### config.mk
export PLATFORM = sky130hd
export DESIGN_NAME = ext_irq_front
export DESIGN_NICKNAME = d
export VERILOG_FILES = /design/src/rtl/extirq_pkg.sv /design/src/rtl/edge_pulse_unit.sv /design/src/rtl/ext_irq_front.sv
export VERILOG_INCLUDE_DIRS = /design/src /design/src/rtl
export SDC_FILE = /design/constraint.sdc
export NUM_CORES = 1
export LEC_CHECK = 0
export ABC_AREA = 1
export BUFFER_PORTS_ARGS = -buffer_cell sky130_fd_sc_hd__buf_2
export CORE_MARGIN = 2
export CORE_UTILIZATION = 44
export DETAILED_ROUTE_END_ITERATION = 8
export GPL_ROUTABILITY_DRIVEN = 0
export PLACE_DENSITY = 0.66
export SETUP_SLACK_MARGIN = 0.5
export SLEW_MARGIN = 20
export SYNTH_ARGS = -nofsm -noshare
export SYNTH_HDL_FRONTEND = slang
export SYNTH_HIERARCHICAL = 1
export SYNTH_SLANG_ARGS = --single-unit
### constraint.sdc
create_clock -name SYS_CLK_I -period 1.8 [get_ports SYS_CLK_I]
set_clock_uncertainty 0.1 [all_clocks]
set_input_delay 0.18 -clock SYS_CLK_I [delete_from_list [all_inputs] [get_ports SYS_CLK_I]]
set_output_delay 0.18 -clock SYS_CLK_I [all_outputs]
set_load 0.05 [all_outputs]
### src/rtl/extirq_cfg.svh
`ifndef EXTIRQ_CFG_SVH
`define EXTIRQ_CFG_SVH

// register byte offsets
`define OFS_CFG_ONE 8'h00
`define OFS_CFG_TWO 8'h04
`define OFS_CFG_NMI 8'h08
`define OFS_SEL_BASE 8'h0C
`define OFS_UPPER_EN 8'h2C
`define OFS_STATUS 8'h30
`define OFS_MASK 8'h34
`define OFS_TSTAMP 8'h38
`define OFS_TCAPTURE 8'h3C

// line config fields
`define CFG_EN_BIT 0
`define CFG_SEL_BIT 1
`define CFG_POL_LSB 2
`define CFG_POL_MSB 3
`define CFG_RESET 4'h0

// polarity codes, bit0 rising, bit1 falling
`define POL_RISING 2'h1
`define POL_FALLING 2'h2
`define POL_BOTH 2'h3

`define SEL_RESET 5'h00
`define UPPER_EN_RESET 5'h00
`define STATUS_RESET 8'h00
`define MASK_RESET 8'h00

// detector slots
`define NUM_DET 8
`define DET_NMI 2
`define FIRST_PORT_B 3

`define TS_WIDTH_DEF 16

`endif

### src/rtl/extirq_pkg.sv
package extirq_pkg;
    typedef logic [1:0] edge_sel_t;
    typedef logic [4:0] pin_index_t;
    typedef logic [3:0] line_cfg_t;
endpackage

### src/rtl/edge_pulse_unit.sv
`timescale 1ns/1ns
module edge_pulse_unit (
    input wire logic clk_i,
    input wire logic rst_n_i,
    input wire logic level_i,
    input wire logic enable_i,
    input wire extirq_pkg::edge_sel_t pol_i,
    output logic pulse_o
);
    logic prev;
    logic primed;
    logic next_pulse;

    // no edge is judged until one sample has been taken after reset
    always_comb begin
        next_pulse = primed & enable_i &
            ((pol_i[0] & level_i & ~prev) | (pol_i[1] & ~level_i & prev));
    end

    always_ff @(posedge clk_i or negedge rst_n_i) begin
        if (!rst_n_i) begin
            prev <= 1'b0;
            primed <= 1'b0;
            pulse_o <= 1'b0;
        end else begin
            prev <= level_i;
            primed <= 1'b1;
            pulse_o <= next_pulse;
        end
    end
endmodule // edge_pulse_unit

### src/rtl/ext_irq_front.sv
`timescale 1ns/1ns
`include "extirq_cfg.svh"
module ext_irq_front #(
    parameter int TS_WIDTH = `TS_WIDTH_DEF
) (
    input wire logic SYS_CLK_I,
    input wire logic NRST_I,
    input wire logic [7:0] AVS_ADDRESS_I,
    input wire logic AVS_READ_I,
    input wire logic AVS_WRITE_I,
    input wire logic [31:0] AVS_WRITEDATA_I,
    input wire logic [3:0] AVS_BYTEENABLE_I,
    output logic [31:0] AVS_READDATA_O,
    output logic AVS_WAITREQUEST_O,
    input wire logic [31:0] GPIO_PORT_A_I,
    input wire logic [31:0] GPIO_PORT_B_I,
    input wire logic ADC_SEQ_FIRST_I,
    input wire logic ADC_SEQ_SECOND_I,
    input wire logic FPU_OVF_LATCHED_I,
    input wire logic FPU_UNF_LATCHED_I,
    output logic [6:0] EXT_IRQ_O,
    output logic NMI_O,
    output logic CPU_IRQ_THIRTEEN_O,
    output logic GROUP1_SLOT1_O,
    output logic GROUP1_SLOT2_O,
    output logic ADC_COMBINED_IRQ_O,
    output logic FPU_OVF_IRQ_O,
    output logic FPU_UNF_IRQ_O,
    output logic IRQ_O
);
    if (TS_WIDTH < 8 || TS_WIDTH > 32) begin : g_bad_width
        $error("TS_WIDTH must lie between 8 and 32");
    end

    // register file
    extirq_pkg::line_cfg_t cfg [3];
    extirq_pkg::line_cfg_t next_cfg [3];
    extirq_pkg::pin_index_t pin_sel [`NUM_DET];
    extirq_pkg::pin_index_t next_pin_sel [`NUM_DET];
    logic [4:0] upper_en;
    logic [4:0] next_upper_en;
    logic [7:0] status;
    logic [7:0] next_status;
    logic [7:0] mask;
    logic [7:0] next_mask;
    logic [TS_WIDTH-1:0] tstamp;
    logic [TS_WIDTH-1:0] next_tstamp;
    logic [TS_WIDTH-1:0] tcapture;
    logic [TS_WIDTH-1:0] next_tcapture;

    // bus state
    logic next_wait;
    logic [31:0] next_rdata;
    logic write_take;

    // pin synchronisers
    logic [31:0] sync1_a;
    logic [31:0] sync2_a;
    logic [31:0] sync1_b;
    logic [31:0] sync2_b;

    logic [`NUM_DET-1:0] sel_level;
    logic [`NUM_DET-1:0] det_en;
    extirq_pkg::edge_sel_t det_pol [`NUM_DET];
    logic [`NUM_DET-1:0] det_pulse;
    logic route_mode;

    // next output values
    logic [6:0] next_ext;
    logic next_nmi;
    logic next_irq13;
    logic next_slot1;
    logic next_slot2;
    logic next_adc_comb;
    logic next_fpu_ovf;
    logic next_fpu_unf;
    logic next_irq;

    assign route_mode = cfg[`DET_NMI][`CFG_EN_BIT] & cfg[`DET_NMI][`CFG_SEL_BIT];

    // two flops on every pin before anything looks at it
    always_ff @(posedge SYS_CLK_I or negedge NRST_I) begin
        if (!NRST_I) begin
            sync1_a <= 32'h0000_0000;
            sync2_a <= 32'h0000_0000;
            sync1_b <= 32'h0000_0000;
            sync2_b <= 32'h0000_0000;
        end else begin
            sync1_a <= GPIO_PORT_A_I;
            sync2_a <= sync1_a;
            sync1_b <= GPIO_PORT_B_I;
            sync2_b <= sync1_b;
        end
    end

    for (genvar k = 0; k < `NUM_DET; k++) begin : g_det
        if (k < `FIRST_PORT_B) begin : g_port_a
            assign sel_level[k] = sync2_a[pin_sel[k]];
            assign det_en[k] = cfg[k][`CFG_EN_BIT];
            assign det_pol[k] = cfg[k][`CFG_POL_MSB:`CFG_POL_LSB];
        end else begin : g_port_b
            assign sel_level[k] = sync2_b[pin_sel[k]];
            assign det_en[k] = upper_en[k-`FIRST_PORT_B];
            assign det_pol[k] = `POL_RISING;
        end
        edge_pulse_unit u_edge (
            .clk_i(SYS_CLK_I),
            .rst_n_i(NRST_I),
            .level_i(sel_level[k]),
            .enable_i(det_en[k]),
            .pol_i(det_pol[k]),
            .pulse_o(det_pulse[k])
        );
    end

    always_comb begin
        next_cfg = cfg;
        next_pin_sel = pin_sel;
        next_upper_en = upper_en;
        next_mask = mask;
        next_tcapture = tcapture;
        next_rdata = AVS_READDATA_O;
        // one wait cycle per access, then a single answer cycle
        next_wait = !((AVS_READ_I || AVS_WRITE_I) && AVS_WAITREQUEST_O);
        write_take = AVS_WRITE_I && !AVS_WAITREQUEST_O && AVS_BYTEENABLE_I[0];
        if (write_take) begin
            unique case (AVS_ADDRESS_I)
                `OFS_CFG_ONE: next_cfg[0] = AVS_WRITEDATA_I[3:0];
                `OFS_CFG_TWO: next_cfg[1] = AVS_WRITEDATA_I[3:0];
                `OFS_CFG_NMI: next_cfg[2] = AVS_WRITEDATA_I[3:0];
                `OFS_UPPER_EN: next_upper_en = AVS_WRITEDATA_I[4:0];
                `OFS_MASK: next_mask = AVS_WRITEDATA_I[7:0];
                default: begin
                    for (int i = 0; i < `NUM_DET; i++) begin
                        if (AVS_ADDRESS_I == `OFS_SEL_BASE + 8'(4 * i)) begin
                            next_pin_sel[i] = AVS_WRITEDATA_I[4:0];
                        end
                    end
                end
            endcase
        end
        if (AVS_READ_I && AVS_WAITREQUEST_O) begin
            next_rdata = 32'h0000_0000;
            unique case (AVS_ADDRESS_I)
                `OFS_CFG_ONE: next_rdata[3:0] = cfg[0];
                `OFS_CFG_TWO: next_rdata[3:0] = cfg[1];
                `OFS_CFG_NMI: next_rdata[3:0] = cfg[2];
                `OFS_UPPER_EN: next_rdata[4:0] = upper_en;
                `OFS_STATUS: next_rdata[7:0] = status;
                `OFS_MASK: next_rdata[7:0] = mask;
                `OFS_TSTAMP: next_rdata[TS_WIDTH-1:0] = tstamp;
                `OFS_TCAPTURE: next_rdata[TS_WIDTH-1:0] = tcapture;
                default: begin
                    for (int i = 0; i < `NUM_DET; i++) begin
                        if (AVS_ADDRESS_I == `OFS_SEL_BASE + 8'(4 * i)) begin
                            next_rdata[4:0] = pin_sel[i];
                        end
                    end
                end
            endcase
        end
        // write one to clear; a new event in the same cycle wins
        next_status = status | det_pulse;
        if (write_take && AVS_ADDRESS_I == `OFS_STATUS) begin
            next_status = (status & ~AVS_WRITEDATA_I[7:0]) | det_pulse;
        end
        // stamp runs only in routed mode; each routed edge captures and restarts it
        if (!route_mode) begin
            next_tstamp = '0;
        end else if (det_pulse[`DET_NMI]) begin
            next_tcapture = tstamp;
            next_tstamp = '0;
        end else begin
            next_tstamp = tstamp + 1'b1;
        end
        next_ext = {det_pulse[7:3], det_pulse[1:0]};
        next_nmi = det_pulse[`DET_NMI] & ~route_mode;
        next_irq13 = det_pulse[`DET_NMI] & route_mode;
        next_slot1 = ADC_SEQ_FIRST_I;
        next_slot2 = ADC_SEQ_SECOND_I;
        next_adc_comb = ADC_SEQ_FIRST_I | ADC_SEQ_SECOND_I;
        next_fpu_ovf = FPU_OVF_LATCHED_I;
        next_fpu_unf = FPU_UNF_LATCHED_I;
        next_irq = |(next_status & next_mask);
    end

    always_ff @(posedge SYS_CLK_I or negedge NRST_I) begin
        if (!NRST_I) begin
            for (int i = 0; i < 3; i++) begin
                cfg[i] <= `CFG_RESET;
            end
            for (int i = 0; i < `NUM_DET; i++) begin
                pin_sel[i] <= `SEL_RESET;
            end
            upper_en <= `UPPER_EN_RESET;
            status <= `STATUS_RESET;
            mask <= `MASK_RESET;
            tstamp <= '0;
            tcapture <= '0;
            AVS_WAITREQUEST_O <= 1'b1;
            AVS_READDATA_O <= 32'h0000_0000;
            EXT_IRQ_O <= 7'h00;
            NMI_O <= 1'b0;
            CPU_IRQ_THIRTEEN_O <= 1'b0;
            GROUP1_SLOT1_O <= 1'b0;
            GROUP1_SLOT2_O <= 1'b0;
            ADC_COMBINED_IRQ_O <= 1'b0;
            FPU_OVF_IRQ_O <= 1'b0;
            FPU_UNF_IRQ_O <= 1'b0;
            IRQ_O <= 1'b0;
        end else begin
            cfg <= next_cfg;
            pin_sel <= next_pin_sel;
            upper_en <= next_upper_en;
            status <= next_status;
            mask <= next_mask;
            tstamp <= next_tstamp;
            tcapture <= next_tcapture;
            AVS_WAITREQUEST_O <= next_wait;
            AVS_READDATA_O <= next_rdata;
            EXT_IRQ_O <= next_ext;
            NMI_O <= next_nmi;
            CPU_IRQ_THIRTEEN_O <= next_irq13;
            GROUP1_SLOT1_O <= next_slot1;
            GROUP1_SLOT2_O <= next_slot2;
            ADC_COMBINED_IRQ_O <= next_adc_comb;
            FPU_OVF_IRQ_O <= next_fpu_ovf;
            FPU_UNF_IRQ_O <= next_fpu_unf;
            IRQ_O <= next_irq;
        end
    end
endmodule // ext_irq_front

==> flow_results.org, run 1 <==
** Outcome
- Violations in the final reports :: negative setup slack
- The flow ran to the end, but the final reports show violations.

** Yosys
- Count of warnings emitted by yosys :: 6
- After synthesis, the mean cell area works out to 8.69 um2.
- Gate Count Post-Synth :: 1,468
- Fraction of the yosys area taken by sequential cells :: a little under three fifths
- Of all cell types, the one taking the most synthesized area is sky130_fd_sc_hd__dfrtp_1.
- The cell area that synthesis handed to floorplanning was 12,800 um2.
- Yosys attributes the largest share of cell area to sky130_fd_sc_hd__dfrtp_1 (56%), sky130_fd_sc_hd__nand2_1 (8.8%), sky130_fd_sc_hd__o21ai_0 (7.5%), sky130_fd_sc_hd__nor2_1 (5.9%), sky130_fd_sc_hd__inv_1 (3.5%).
- Counting flops and latches in the post-synthesis netlist gives between 200 and 300.
- Count of cell types in the netlist :: 43
- Yosys top cell area share :: 56.5%

** STA
- Final setup viols :: 6
- For the pin with the worst max-slew slack, the measured transition is 0.510 ns.
- Setup total negative slack on the finished layout was measured at -0.153 ns.
- Final clock period utilization by the worst path :: 103%
- Max Freq :: approximately 540 MHz
- Setup repair after global routing could not meet its margin everywhere.
- Headroom to the max-slew limit came out at between 60 and 70%.
- The number of hold violations in the final report came to 0.
- The worst path in the final design needs a cycle of 1.86 ns, including I/O delays and setup.
- Final worst-path setup slack :: -0.0616 ns
- The final max-slew violation count came to 0.

** Floorplan
- roughly 160 I/O pins were placed.
- The floorplan step defined a core boundary enclosing about 29,000 um2.
- Initial cell density of the core :: between 40 and 50%
- From left edge to right edge, the die measures 174 um.
- Number of core rows :: 62
- Die Footprint :: 30,400 um2
- Overall die height :: 174 um

** Worst setup path
- Data arrival time of the critical path :: 2.21 ns
- Startpoint type of the worst setup path :: register
- On the worst path, the slowest cell contributes a delay of 0.39 ns.
- Walking the worst path, the cells encountered are ha_2 -> nand2_2 -> nor2_4 -> nand2_2 -> nor2_4 -> nand2_4 -> nor3_4 -> nand3_2 -> o21ai_1 -> nor2_1.
- CP required :: between 2 and 2.5 ns
- Worst path top cell family by delay :: simple AND/OR/NAND/NOR gates
- Worst Path Buf+Inv :: 0
- Critical path peak fanout :: 3
- The largest individual stage delay along the critical path comes from the cell sky130_fd_sc_hd__dfrtp_1.
- CP Class :: register to register
- Endpoint type of the worst setup path :: register

** Global routing
- Number of antenna violations at the first check in global routing :: 3
- Largest net degree at the start of global routing :: 54
- The first global-routing pass estimated a little under 60,000 um of wire.
- The via count of the first global-routing pass is 11,449.
- For this run the aggregate overflow at the end of global routing stands at 0.
- Total Routing Usage GR :: 23.6%

** Clock network
- The number of clock buffers added by TritonCTS is 30.
- TritonCTS built the clock tree.
- CTS clock-pin slew for the worst setup and hold paths :: 0.06 ns
- Max Root-Sink Buffers :: 3
- CTS built an H-tree with a depth of 1.
- In this run the clock root is driven by a sky130_fd_sc_hd__clkbuf_16.
- Clock insertion delay at the later pin of the skew report :: ~0.56 ns
- Clock sink total :: approximately 290

** Finish
- The net count of the finished layout is between 1,500 and 2,000.
- With fillers left out, the area of the finished cells amounts to 18,500 um2.
- Final Core Density :: 64.6%
- Fraction of final layout cells sized beyond drive strength 1 :: 35.1%
- Area growth from synthesis to layout :: 44.9%

** Drt
- Before antenna repair, the detailed router went through 6 iterations.
- Via count :: 11,975
- Number of nets still failing antenna checks after routing :: 0
- Ratio of routed vias to standard cells :: 5.39
- The detailed router finished its first iteration with 1,236 violations.
- Total Routed Length :: between 30,000 and 40,000 um
- For this run, design rule violations remaining after detail routing come to 0.
- In the final routed layout, each cell accounts on average for 16.7 um.

** Place
- Final HPWL from detailed placement :: 23,400 um
- Before CTS, the worst setup slack after placement is -0.0824 ns.
- Post-Place Cell Area :: 14,500 um2
- Buffers placed on the I/O ports in this run total 120.

** Worst hold path
- Worst hold-check path type :: primary input to async pin

** Power
- Dividing total power by cell area gives a power density of approximately 810 nW/um2.
- IR analysis of the VDD net gives a maximum drop of 0.000673 V.
- For this design the static power due to leakage is a little over 8 nW.

** Flow run
- Max-cap violations in this run came to 0.
[final cells by class]
class	instances	area [um2]
tap	384	480
multi-input combinational	1020	6090
sequential	289	7260
timing repair inverter	5	63.8
clock buffer	38	832
fill	2181	10100
inverter	127	537
timing repair buffer	341	3060
antenna	1	2.50
clock inverter	18	169
[Yosys cell counts, drive strengths merged]
library cell / instances
nor3b: 1
a21oi: 53
o21bai: 6
dfstp: 1
conb: 10
and2: 4
dfrtp: 288
buf: 26
ha: 1
o22ai: 15
nor2: 214
nand2: 308
o2111ai: 1
nand3: 67
o211ai: 1
a211oi: 1
nand4: 9
clkinv: 1
inv: 126
nor4: 3
o21ai: 231
clkbuf: 41
or2: 1
o2bb2ai: 1
nand3b: 1
nor3: 9
a21o: 2
a31oi: 8
o221ai: 38
[through the flow]
stage | hold WS (ns) | total power [mW] | instances
finish | 0.00859 | 14.9 | 2223
global route | 0.0308 | 15.4 | 2223
CTS | 0.0172 | 14.9 | 2194
detailed placement | -0.000633 | 8.24 | 2008
global placement | -0.00441 | 8.21 | 2008
floorplan | -0.216 | 7.75 | 1492
[cells in the final DEF (no fill, tap or decap), drive strengths merged, types with 2 or more instances in the layout]
cell type,count
o22ai,15
a21oi,53
nand3,72
nand2,314
nand4,9
nor4,3
dlygate4sd3,79
conb,34
clkbuf,41
inv,128
o21bai,6
bufinv,2
dfrtp,288
nor3,9
a31oi,8
clkinv,16
clkinvlp,4
nor2,214
o221ai,38
a21o,2
buf,259
and2,4
o21ai,231
[logic make-up (layout without fill, tap and decap cells)]
group / count (synthesis) / in the layout / share of synthesized area (%)
simple gates: 617 / 628 / 20.8
compound gates: 357 / 357 / 15.7
flops: 289 / 289 / 56.7
buf+inv: 194 / 529 / 6.40
other cells: 10 / 35 / 0.294
fa+ha+maj: 1 / 1 / 0.0980
[per-layer routing]
layer / part of all wire [%] / global-route usage, % / up-vias
li1: - / - / 5550
met3: 7.9 / 3.35 / 131
met5: 0.062 / 0 / -
met1: 40 / 32.0 / 5683
met4: 3.3 / 8.54 / 4
met2: 49 / 38.8 / 607
[registers in the layout, indices dropped and copies added (netlist names), 5 cells and up]
signal and flops:
pin_sel 40, g_det.u_edge/primed 8, upper_en 5, sync2_b 32
sync1_a 32, status 8, mask 8, tcapture 16
g_det.u_edge/prev 8, sync2_a 32, g_det.u_edge/pulse_o 8, AVS_READDATA_O 16
cfg 12, sync1_b 32, EXT_IRQ_O 7, tstamp 16
[where the power goes]
group	leakage (nW)	switching [mW]	internal, mW
combinational	4.12	1.03	0.712
clock	0.486	2.61	3.57
sequential	3.59	0.234	6.76
[worst paths after layout]
kind / depth (start not counted) / end / start / slack (ns)
worst max register to register: 10 / tstamp[12]$_DFF_PN0_ / tstamp[0]$_DFF_PN0_ / -0.06
worst max-delay path: 10 / tstamp[12]$_DFF_PN0_ / tstamp[0]$_DFF_PN0_ / -0.06
min in group SYS_CLK_I: 6 / mask[6]$_DFF_PN0_ / AVS_ADDRESS_I[0] / 0.13
worst min register to register: 0 / sync2_b[24]$_DFF_PN0_ / sync1_b[24]$_DFF_PN0_ / 0.24
worst min-delay path: 2 / EXT_IRQ_O[4]$_DFF_PN0_ / NRST_I / 0.009
max in group asynchronous: 3 / tstamp[6]$_DFF_PN0_ / NRST_I / 0.90
[timing repair]
action | in CTS | in global routing
hold buffers | 79 | 0
gates resized for setup | 286 | 196
hold endpoints to repair | 383 | 0
setup endpoints to repair | 158 | 169
cloned | 19 | 3
pin swaps | 72 | 105
buffers inserted | 32 | 25
No activity file was read; power rests on OpenSTA's default activity.
==> run 2: changes to the inputs <==
--- a/config.mk
+++ b/config.mk
@@ -14,6 +14,7 @@
 export GPL_ROUTABILITY_DRIVEN = 0
 export PLACE_DENSITY = 0.66
 export SETUP_SLACK_MARGIN = 0.5
+export SKIP_CTS_REPAIR_TIMING = 1
 export SLEW_MARGIN = 20
 export SYNTH_ARGS = -nofsm -noshare
 export SYNTH_HDL_FRONTEND = slang
==> run 2 against run 1 <==
Net effect: the flow still finishes with violations (negative setup slack); sequential power about the same; clock power about the same; register-to-register slack worse by 0.05 ns; worst hold slack lost 0.0076 ns; critical path depth unchanged; via count is 1.4% lower; setup slack worse by 0.052 ns; count of clock-buffer cells in the layout unchanged; final cell count is 0.45% lower; combinational power fell by 6%.
==> flow_results.org, run 2 (synthesis results as in run 1) <==
** Outcome
- The run finished, with violations left.
- Violations in the final reports :: negative setup slack

** Global routing
- The first global-routing pass estimated 52,200 um of wire.
- GR Overflow Total :: 0
- Met2 GRT Util :: about 33%
- Met1 capacity usage during global routing :: 30.0%
- Met3 layer usage reported by global route :: 3.37%
- Largest net degree at the start of global routing :: 54
- The via count of the first global-routing pass came to 10,273.
- The initial antenna violation count is 3.
- Total Routing Usage GR :: 21.1%
- In this run the most used layer during global routing was met2.

** Finish
- Layout Cells excl Fill :: around 2,200
- The final layout contains a little under 2,000 nets.
- Flip-flop count of the largest register, all copies and words added :: 40
- Fraction of final layout cells sized beyond drive strength 1 :: 31.6%
- Highest-count cells in the layout ignoring fill and taps :: sky130_fd_sc_hd__dfrtp_1 (272), sky130_fd_sc_hd__nand2_1 (235), sky130_fd_sc_hd__nor2_1 (176)
- The finished cells cover 18,100 um2.
- Largest register by flop count :: pin_sel
- Area growth from synthesis to layout :: 41.6%
- Leaving out fill and tap cells, the most frequent cell in the layout is sky130_fd_sc_hd__dfrtp_1.
- Fill cells in the final layout number 2,238.

** Floorplan
- Number of core rows :: 62
- 164 I/O pins were placed.
- The initial utilization of the core area, before any placement, comes to 44.6%.
- The floorplan step defined a die boundary enclosing 30,400 um2.
- Core area :: 28,600 um2
- From bottom edge to top edge, the die measures 174 um.
- Measured along the x axis, the die boundary spans approximately 170 um.

** Clock network
- Clock Tree Root :: sky130_fd_sc_hd__clkbuf_16
- TritonCTS built the clock tree.
- TritonCTS created 30 clock buffers.
- Max Root-Sink Buffers :: 3
- After clock tree synthesis, the clock-pin slew on the worst setup and hold paths is 0.06 ns.
- At the later pin of the worst-skew pair, clock insertion delay measures 0.56 ns.
- In this run the number of H-tree levels came out at 1.
- For this design, the sink count on the clock tree is about 290.

** STA
- Slew Limit Headroom :: between 60% and 70%
- The number of hold violations in the final report is 0.
- Of the available clock period, the critical path in the final layout requires 106%.
- Derived from the worst setup path, the maximum achievable clock frequency is 523 MHz.
- Setup violations remaining at the end of the flow were counted as 4.
- For the pin with the worst max-slew slack, the measured transition is 0.516 ns.
- Final worst-path setup slack :: -0.113 ns
- Accumulated negative setup slack :: -0.224 ns
- Setup repair after global routing could not meet its margin everywhere.
- For the finished layout, the period the worst path requires is 1.91 ns.
- Hold is met by 0.00102 ns.
- The final max-slew violation count was 0.

** Drt
- Total Routed Length :: 36,300 um
- Number of nets still failing antenna checks after routing :: 0
- DR iter-0 viols :: roughly 1,200
- The final route contains 11,805 vias.
- DRC Markers :: 0
- Ratio of routed vias to standard cells :: 5.33
- Before antenna repair, the detailed router went through 6 iterations.
- Final routed wire length divided by cell count :: about 16 um

** Place
- The placed instances occupy a cell area of 14,500 um2.
- Final HPWL from detailed placement :: 23,400 um
- Number of buffers inserted by port buffering :: 120
- Count of placed standard cells including taps :: 2,008
- Worst slack after detailed placement :: -0.0824 ns

** Worst setup path
- For the worst setup path, the data arrival time is around 2.3 ns.
- In this run the worst path has a maximum fanout of 3.
- CP required :: 2.13 ns
- STA classifies the critical path startpoint as a register.
- Endpoint type of the worst setup path :: register
- CP Class :: register to register

** Worst hold path
- The tightest min-delay check is of the primary input to register type.

** Flow run
- Number of maximum-capacitance constraint violations :: 0

** Power
- IR Drop Worst-Case VDD :: 0.000686 V
- Switch Pwr :: 3.78 mW
- The share of total power dissipated in combinational logic is 11.0%.
- Dividing total power by cell area gives a power density of 817 nW/um2.
- The internal power of the cells totals 11.0 mW.
- Of the total power, the share spent switching nets is 25.6%.
- Seq pwr share :: 47.3%
- The clock network burns 41.6% of the power.
- For this design the static power due to leakage is 7.98 nW.
==> run 2: area by class of cell <==
cell class / count / area [um2] / area share, %
Tap cell: 384 / 480 / 2.66
Timing Repair inverter: 8 / 83.8 / 0.464
Timing Repair Buffer: 329 / 2890 / 16.0
Multi-Input combinational cell: 1019 / 5820 / 32.2
Clock buffer: 38 / 832 / 4.61
Inverter: 127 / 533 / 2.95
Sequential cell: 289 / 7260 / 40.2
Clock inverter: 18 / 169 / 0.935
Antenna cell: 1 / 2.50 / 0.0139
==> run 2: final timing paths <==
kind	start	end	slack, ns	depth (start not counted)
max reg2reg	tstamp[0]$_DFF_PN0_	tstamp[12]$_DFF_PN0_	-0.11	10
min in group asynchronous	NRST_I	EXT_IRQ_O[5]$_DFF_PN0_	0.02	2
min reg2reg	sync1_b[9]$_DFF_PN0_	sync2_b[9]$_DFF_PN0_	0.24	0
max	tstamp[0]$_DFF_PN0_	tstamp[12]$_DFF_PN0_	-0.11	10
max in group asynchronous	NRST_I	tstamp[6]$_DFF_PN0_	0.89	3
min	AVS_WRITEDATA_I[3]	cfg[3]$_DFFE_PN0P_	0.001	3
==> run 2: per-layer routing <==
layer / vias to the layer above / share of wire (%)
li1: 5525 / -
met1: 5600 / 41
met2: 569 / 48
met3: 107 / 7.7
met4: 4 / 3.0
met5: - / 0.063
==> run 2: power by group through the flow <==
stage	Sequential, mW	Clock (mW)	Combinational, mW
2_1_floorplan	7.23	0	0.518
3_3_place_gp	7.06	0	1.16
3_5_place_dp	7.06	0	1.18
4_1_cts	6.94	6.29	1.18
5_1_grt	7.01	6.55	1.75
6_report	6.99	6.15	1.63
==> run 2: stage by stage <==
stage	power [mW]	utilization (%)
finish	14.8	63.1
global route	15.3	63.1
CTS	14.4	54.1
detailed placement	8.24	50.6
global placement	8.21	50.6
floorplan	7.75	-
==> run 2: critical path, cell delays in order, from the launching register on <==
cell and delay [ns]:
sky130_fd_sc_hd__dfrtp_1 0.39, sky130_fd_sc_hd__ha_2 0.21, sky130_fd_sc_hd__nand2_2 0.08, sky130_fd_sc_hd__nor2_4 0.13, sky130_fd_sc_hd__nand2_2 0.08, sky130_fd_sc_hd__nor2_4 0.18, sky130_fd_sc_hd__nand2_4 0.08, sky130_fd_sc_hd__nor3_4 0.21
sky130_fd_sc_hd__nand3_1 0.13, sky130_fd_sc_hd__o21ai_1 0.15, sky130_fd_sc_hd__nor2_1 0.06
==> run 3: changes to the inputs <==
--- a/config.mk
+++ b/config.mk
@@ -8,6 +8,7 @@
 export LEC_CHECK = 0
 export ABC_AREA = 1
 export BUFFER_PORTS_ARGS = -buffer_cell sky130_fd_sc_hd__buf_2
+export CORE_ASPECT_RATIO = 2
 export CORE_MARGIN = 2
 export CORE_UTILIZATION = 44
 export DETAILED_ROUTE_END_ITERATION = 8
==> run 3 against run 2 <==
Net effect: critical path type unchanged; critical endpoint is now g_det[3].u_edge/pulse_o$_DFF_PN0_; final cell count rose by 0.86%; clock power decreased by 8.3%; highest routed layer is now met4; the flow still finishes with violations (negative setup slack); worst hold slack better by 0.012 ns; sequential cell count is the same; global-route usage increased by 1.7 points; power decreased by 3.0%.
==> flow_results.org, run 3 (synthesis results as in run 1) <==
** Finish
- Post-route design area :: 18,400 um2
- Final-stage net count :: 1,970
- Fill cell total of the finished layout :: 2,234
- In the final layout, the multi-input gates occupy 5840 um2.
- Reg area :: 7260 um2
- Ranked by flip-flop count, first place goes to pin_sel.
- The library cell used most frequently in the layout, excluding fill and tap cells, is sky130_fd_sc_hd__dfrtp_1.
- The repair_antennas step left the layout with diodes totalling 0.
- Area growth from synthesis to layout :: 44.5%
- Fraction of final layout cells sized beyond drive strength 1 :: approximately a third
- The library cells used most frequently in the layout, excluding fill and tap cells, are sky130_fd_sc_hd__dfrtp_1 (268), sky130_fd_sc_hd__nand2_1 (237), sky130_fd_sc_hd__nor2_1 (171).
- Flip-flop count of the largest register, all copies and words added :: 40

** Place
- Number of buffers inserted by port buffering :: 120
- Final HPWL from detailed placement :: roughly 27,000 um
- Once placement finished, the instance area stood at 14,700 um2.

** Clock network
- TritonCTS Buffers :: 26
- Clock latency on the worst-skew pair, taken at its later pin, is 0.55 ns.
- Clock Tree Root :: sky130_fd_sc_hd__clkbuf_16
- TritonCTS built the clock tree.
- CTS clock-pin slew for the worst setup and hold paths :: 0.07 ns
- H-tree depth :: 1
- The clock passes through at most 3 buffers.
- Clock sink total :: 289

** Outcome
- The checks that failed: negative setup slack.
- Run status :: complete, but fails checks

** STA
- Slew Limit Fails :: 0
- Setup repair after global routing could not meet its margin everywhere.
- Final setup viols :: 5
- Max Freq :: 529 MHz
- The smallest clock period supported by the final layout is computed as 1.89 ns.
- Final worst-path setup slack :: -0.0912 ns
- Final hold violation count :: 0
- The final critical path takes up 105% of the cycle.

** Global routing
- The initial antenna violation count was 0.
- After global routing the overflow that remains totals 0.
- The first global-routing pass estimated 55,600 um of wire.
- Global routing used between 20 and 25% of the available tracks.
- The via count of the first global-routing pass is 10,899.
- Largest net degree at the start of global routing :: 68

** Worst setup path
- CP required :: between 2 and 2.5 ns
- Data arrives at the worst endpoint at 2.24 ns.
- STA classifies the critical path endpoint as a register.
- In this run the worst path has a maximum fanout of 9.
- Startpoint type of the worst setup path :: register
- CP Class :: register to register

** Floorplan
- Overall die height :: 245 um
- Number of core rows :: 88
- Die Footprint :: 30,500 um2
- Horiz. Die Dim :: 124 um
- In this run the count of I/O pins placed on the die edge is 164.
- Core area :: 28,700 um2
- Once the floorplan was initialized, standard cells occupied 44.4% of the core.

** Drt
- Via count :: 12,104
- Number of nets still failing antenna checks after routing :: 0
- DRC Markers :: 0
- After the first detailed-routing iteration, the DRC count stood at 973.
- Total Routed Length :: about 41,000 um
- In the final routed layout, each cell accounts on average for 18.2 um.
- The first TritonRoute pass finished after 6 iterations.
- Dividing the detail-routed via count by the number of cells gives 5.42.

** Worst hold path
- The tightest min-delay check is of the primary input to async pin type.

** Power
- IR Drop Worst-Case VDD :: 0.000890 V
- For this design the static power due to leakage is about 8.3 nW.
- Power Density :: 777 nW/um2
- The completed layout was analyzed and its total power is ~14 mW.

** Flow run
- Across the run, the number of max-cap violations was 0.
run 3: changes by cell type in the layout (fill, tap and decap cells not counted), moves of 5 or more:
cell	change
sky130_fd_sc_hd__o21ai_1	-12
sky130_fd_sc_hd__clkinvlp_4	+7
sky130_fd_sc_hd__inv_2	-9
sky130_fd_sc_hd__buf_4	+44
sky130_fd_sc_hd__buf_8	+5
sky130_fd_sc_hd__o21ai_2	+12
sky130_fd_sc_hd__nor2_1	-5
run 3: final timing paths:
| check | end | slack [ns] | cells past startpoint | from |
|---|---|---|---|---|
| max in group asynchronous | GROUP1_SLOT1_O$_DFF_PN0_ | 0.91 | 3 | NRST_I |
| min in group SYS_CLK_I | mask[3]$_DFF_PN0_ | 0.07 | 3 | AVS_WRITEDATA_I[3] |
| setup / recovery | g_det[3].u_edge/pulse_o$_DFF_PN0_ | -0.09 | 12 | pin_sel[20]$_DFFE_PN0P_ |
| hold reg to reg | sync2_a[29]$_DFF_PN0_ | 0.24 | 0 | sync1_a[29]$_DFF_PN0_ |
| hold / removal | EXT_IRQ_O[3]$_DFF_PN0_ | 0.01 | 2 | NRST_I |
| setup reg to reg | g_det[3].u_edge/pulse_o$_DFF_PN0_ | -0.09 | 12 | pin_sel[20]$_DFFE_PN0P_ |
run 3: critical path, stage by stage (launching register included):
cell and delay, ns:
sky130_fd_sc_hd__dfrtp_2 0.42, sky130_fd_sc_hd__buf_6 0.17, sky130_fd_sc_hd__clkinv_8 0.07, sky130_fd_sc_hd__o21ai_0 0.20, sky130_fd_sc_hd__o221ai_1 0.18, sky130_fd_sc_hd__nand3_1 0.15
sky130_fd_sc_hd__nand2_1 0.09, sky130_fd_sc_hd__nand2_1 0.08, sky130_fd_sc_hd__nand2_2 0.08, sky130_fd_sc_hd__nand2_1 0.07, sky130_fd_sc_hd__nand2_1 0.05, sky130_fd_sc_hd__nand2_1 0.06
sky130_fd_sc_hd__nor2_1 0.04
run 3: layout make-up:
class                   count  area share, %
inverters                 127           2.99
clock buffers              31           3.96
repair inverters            8          0.488
flip-flops and latches    289           39.4
multi-input cells        1019           31.7
clock inverters            16          0.767
well taps                 360           2.44
repair buffers            382           18.3
run 3: report_power, final:
group | internal, mW | switching [mW] | total (mW) | leakage (nW)
registers | 6.75 | 0.222 | 6.98 | 3.59
logic | 0.696 | 1.01 | 1.71 | 4.25
clock network | 3.08 | 2.56 | 5.64 | 0.416
total | 10.5 | 3.79 | 14.3 | 8.25
run 3: metal layers:
| metal | vias up | share of wire, % | global-route usage [%] |
|---|---|---|---|
| li1 | 5596 | - | - |
| met1 | 5748 | 32 | 23.0 |
| met2 | 542 | 55 | 44.1 |
| met3 | 218 | 4.8 | 2.44 |
| met4 | 0 | 7.9 | 14.0 |
| met5 | - | 0 | 0 |
run 3: per-stage QoR:
| stage | hold slack (ns) | setup slack, ns | utilization (%) | TNS, ns | instances |
|---|---|---|---|---|---|
| after global routing | 0.0497 | -0.148 | 64.2 | -0.947 | 2232 |
| after global placement | 0.00835 | -0.0815 | 51.2 | -0.187 | 2012 |
| after CTS | -0.567 | -0.153 | 54.2 | -0.529 | 2059 |
| final | 0.0128 | -0.0912 | 64.2 | -0.152 | 2232 |
| after floorplan | -0.216 | 0.115 | - | 0 | 1492 |
| after detailed placement | 0.00864 | -0.124 | 51.2 | -0.479 | 2012 |
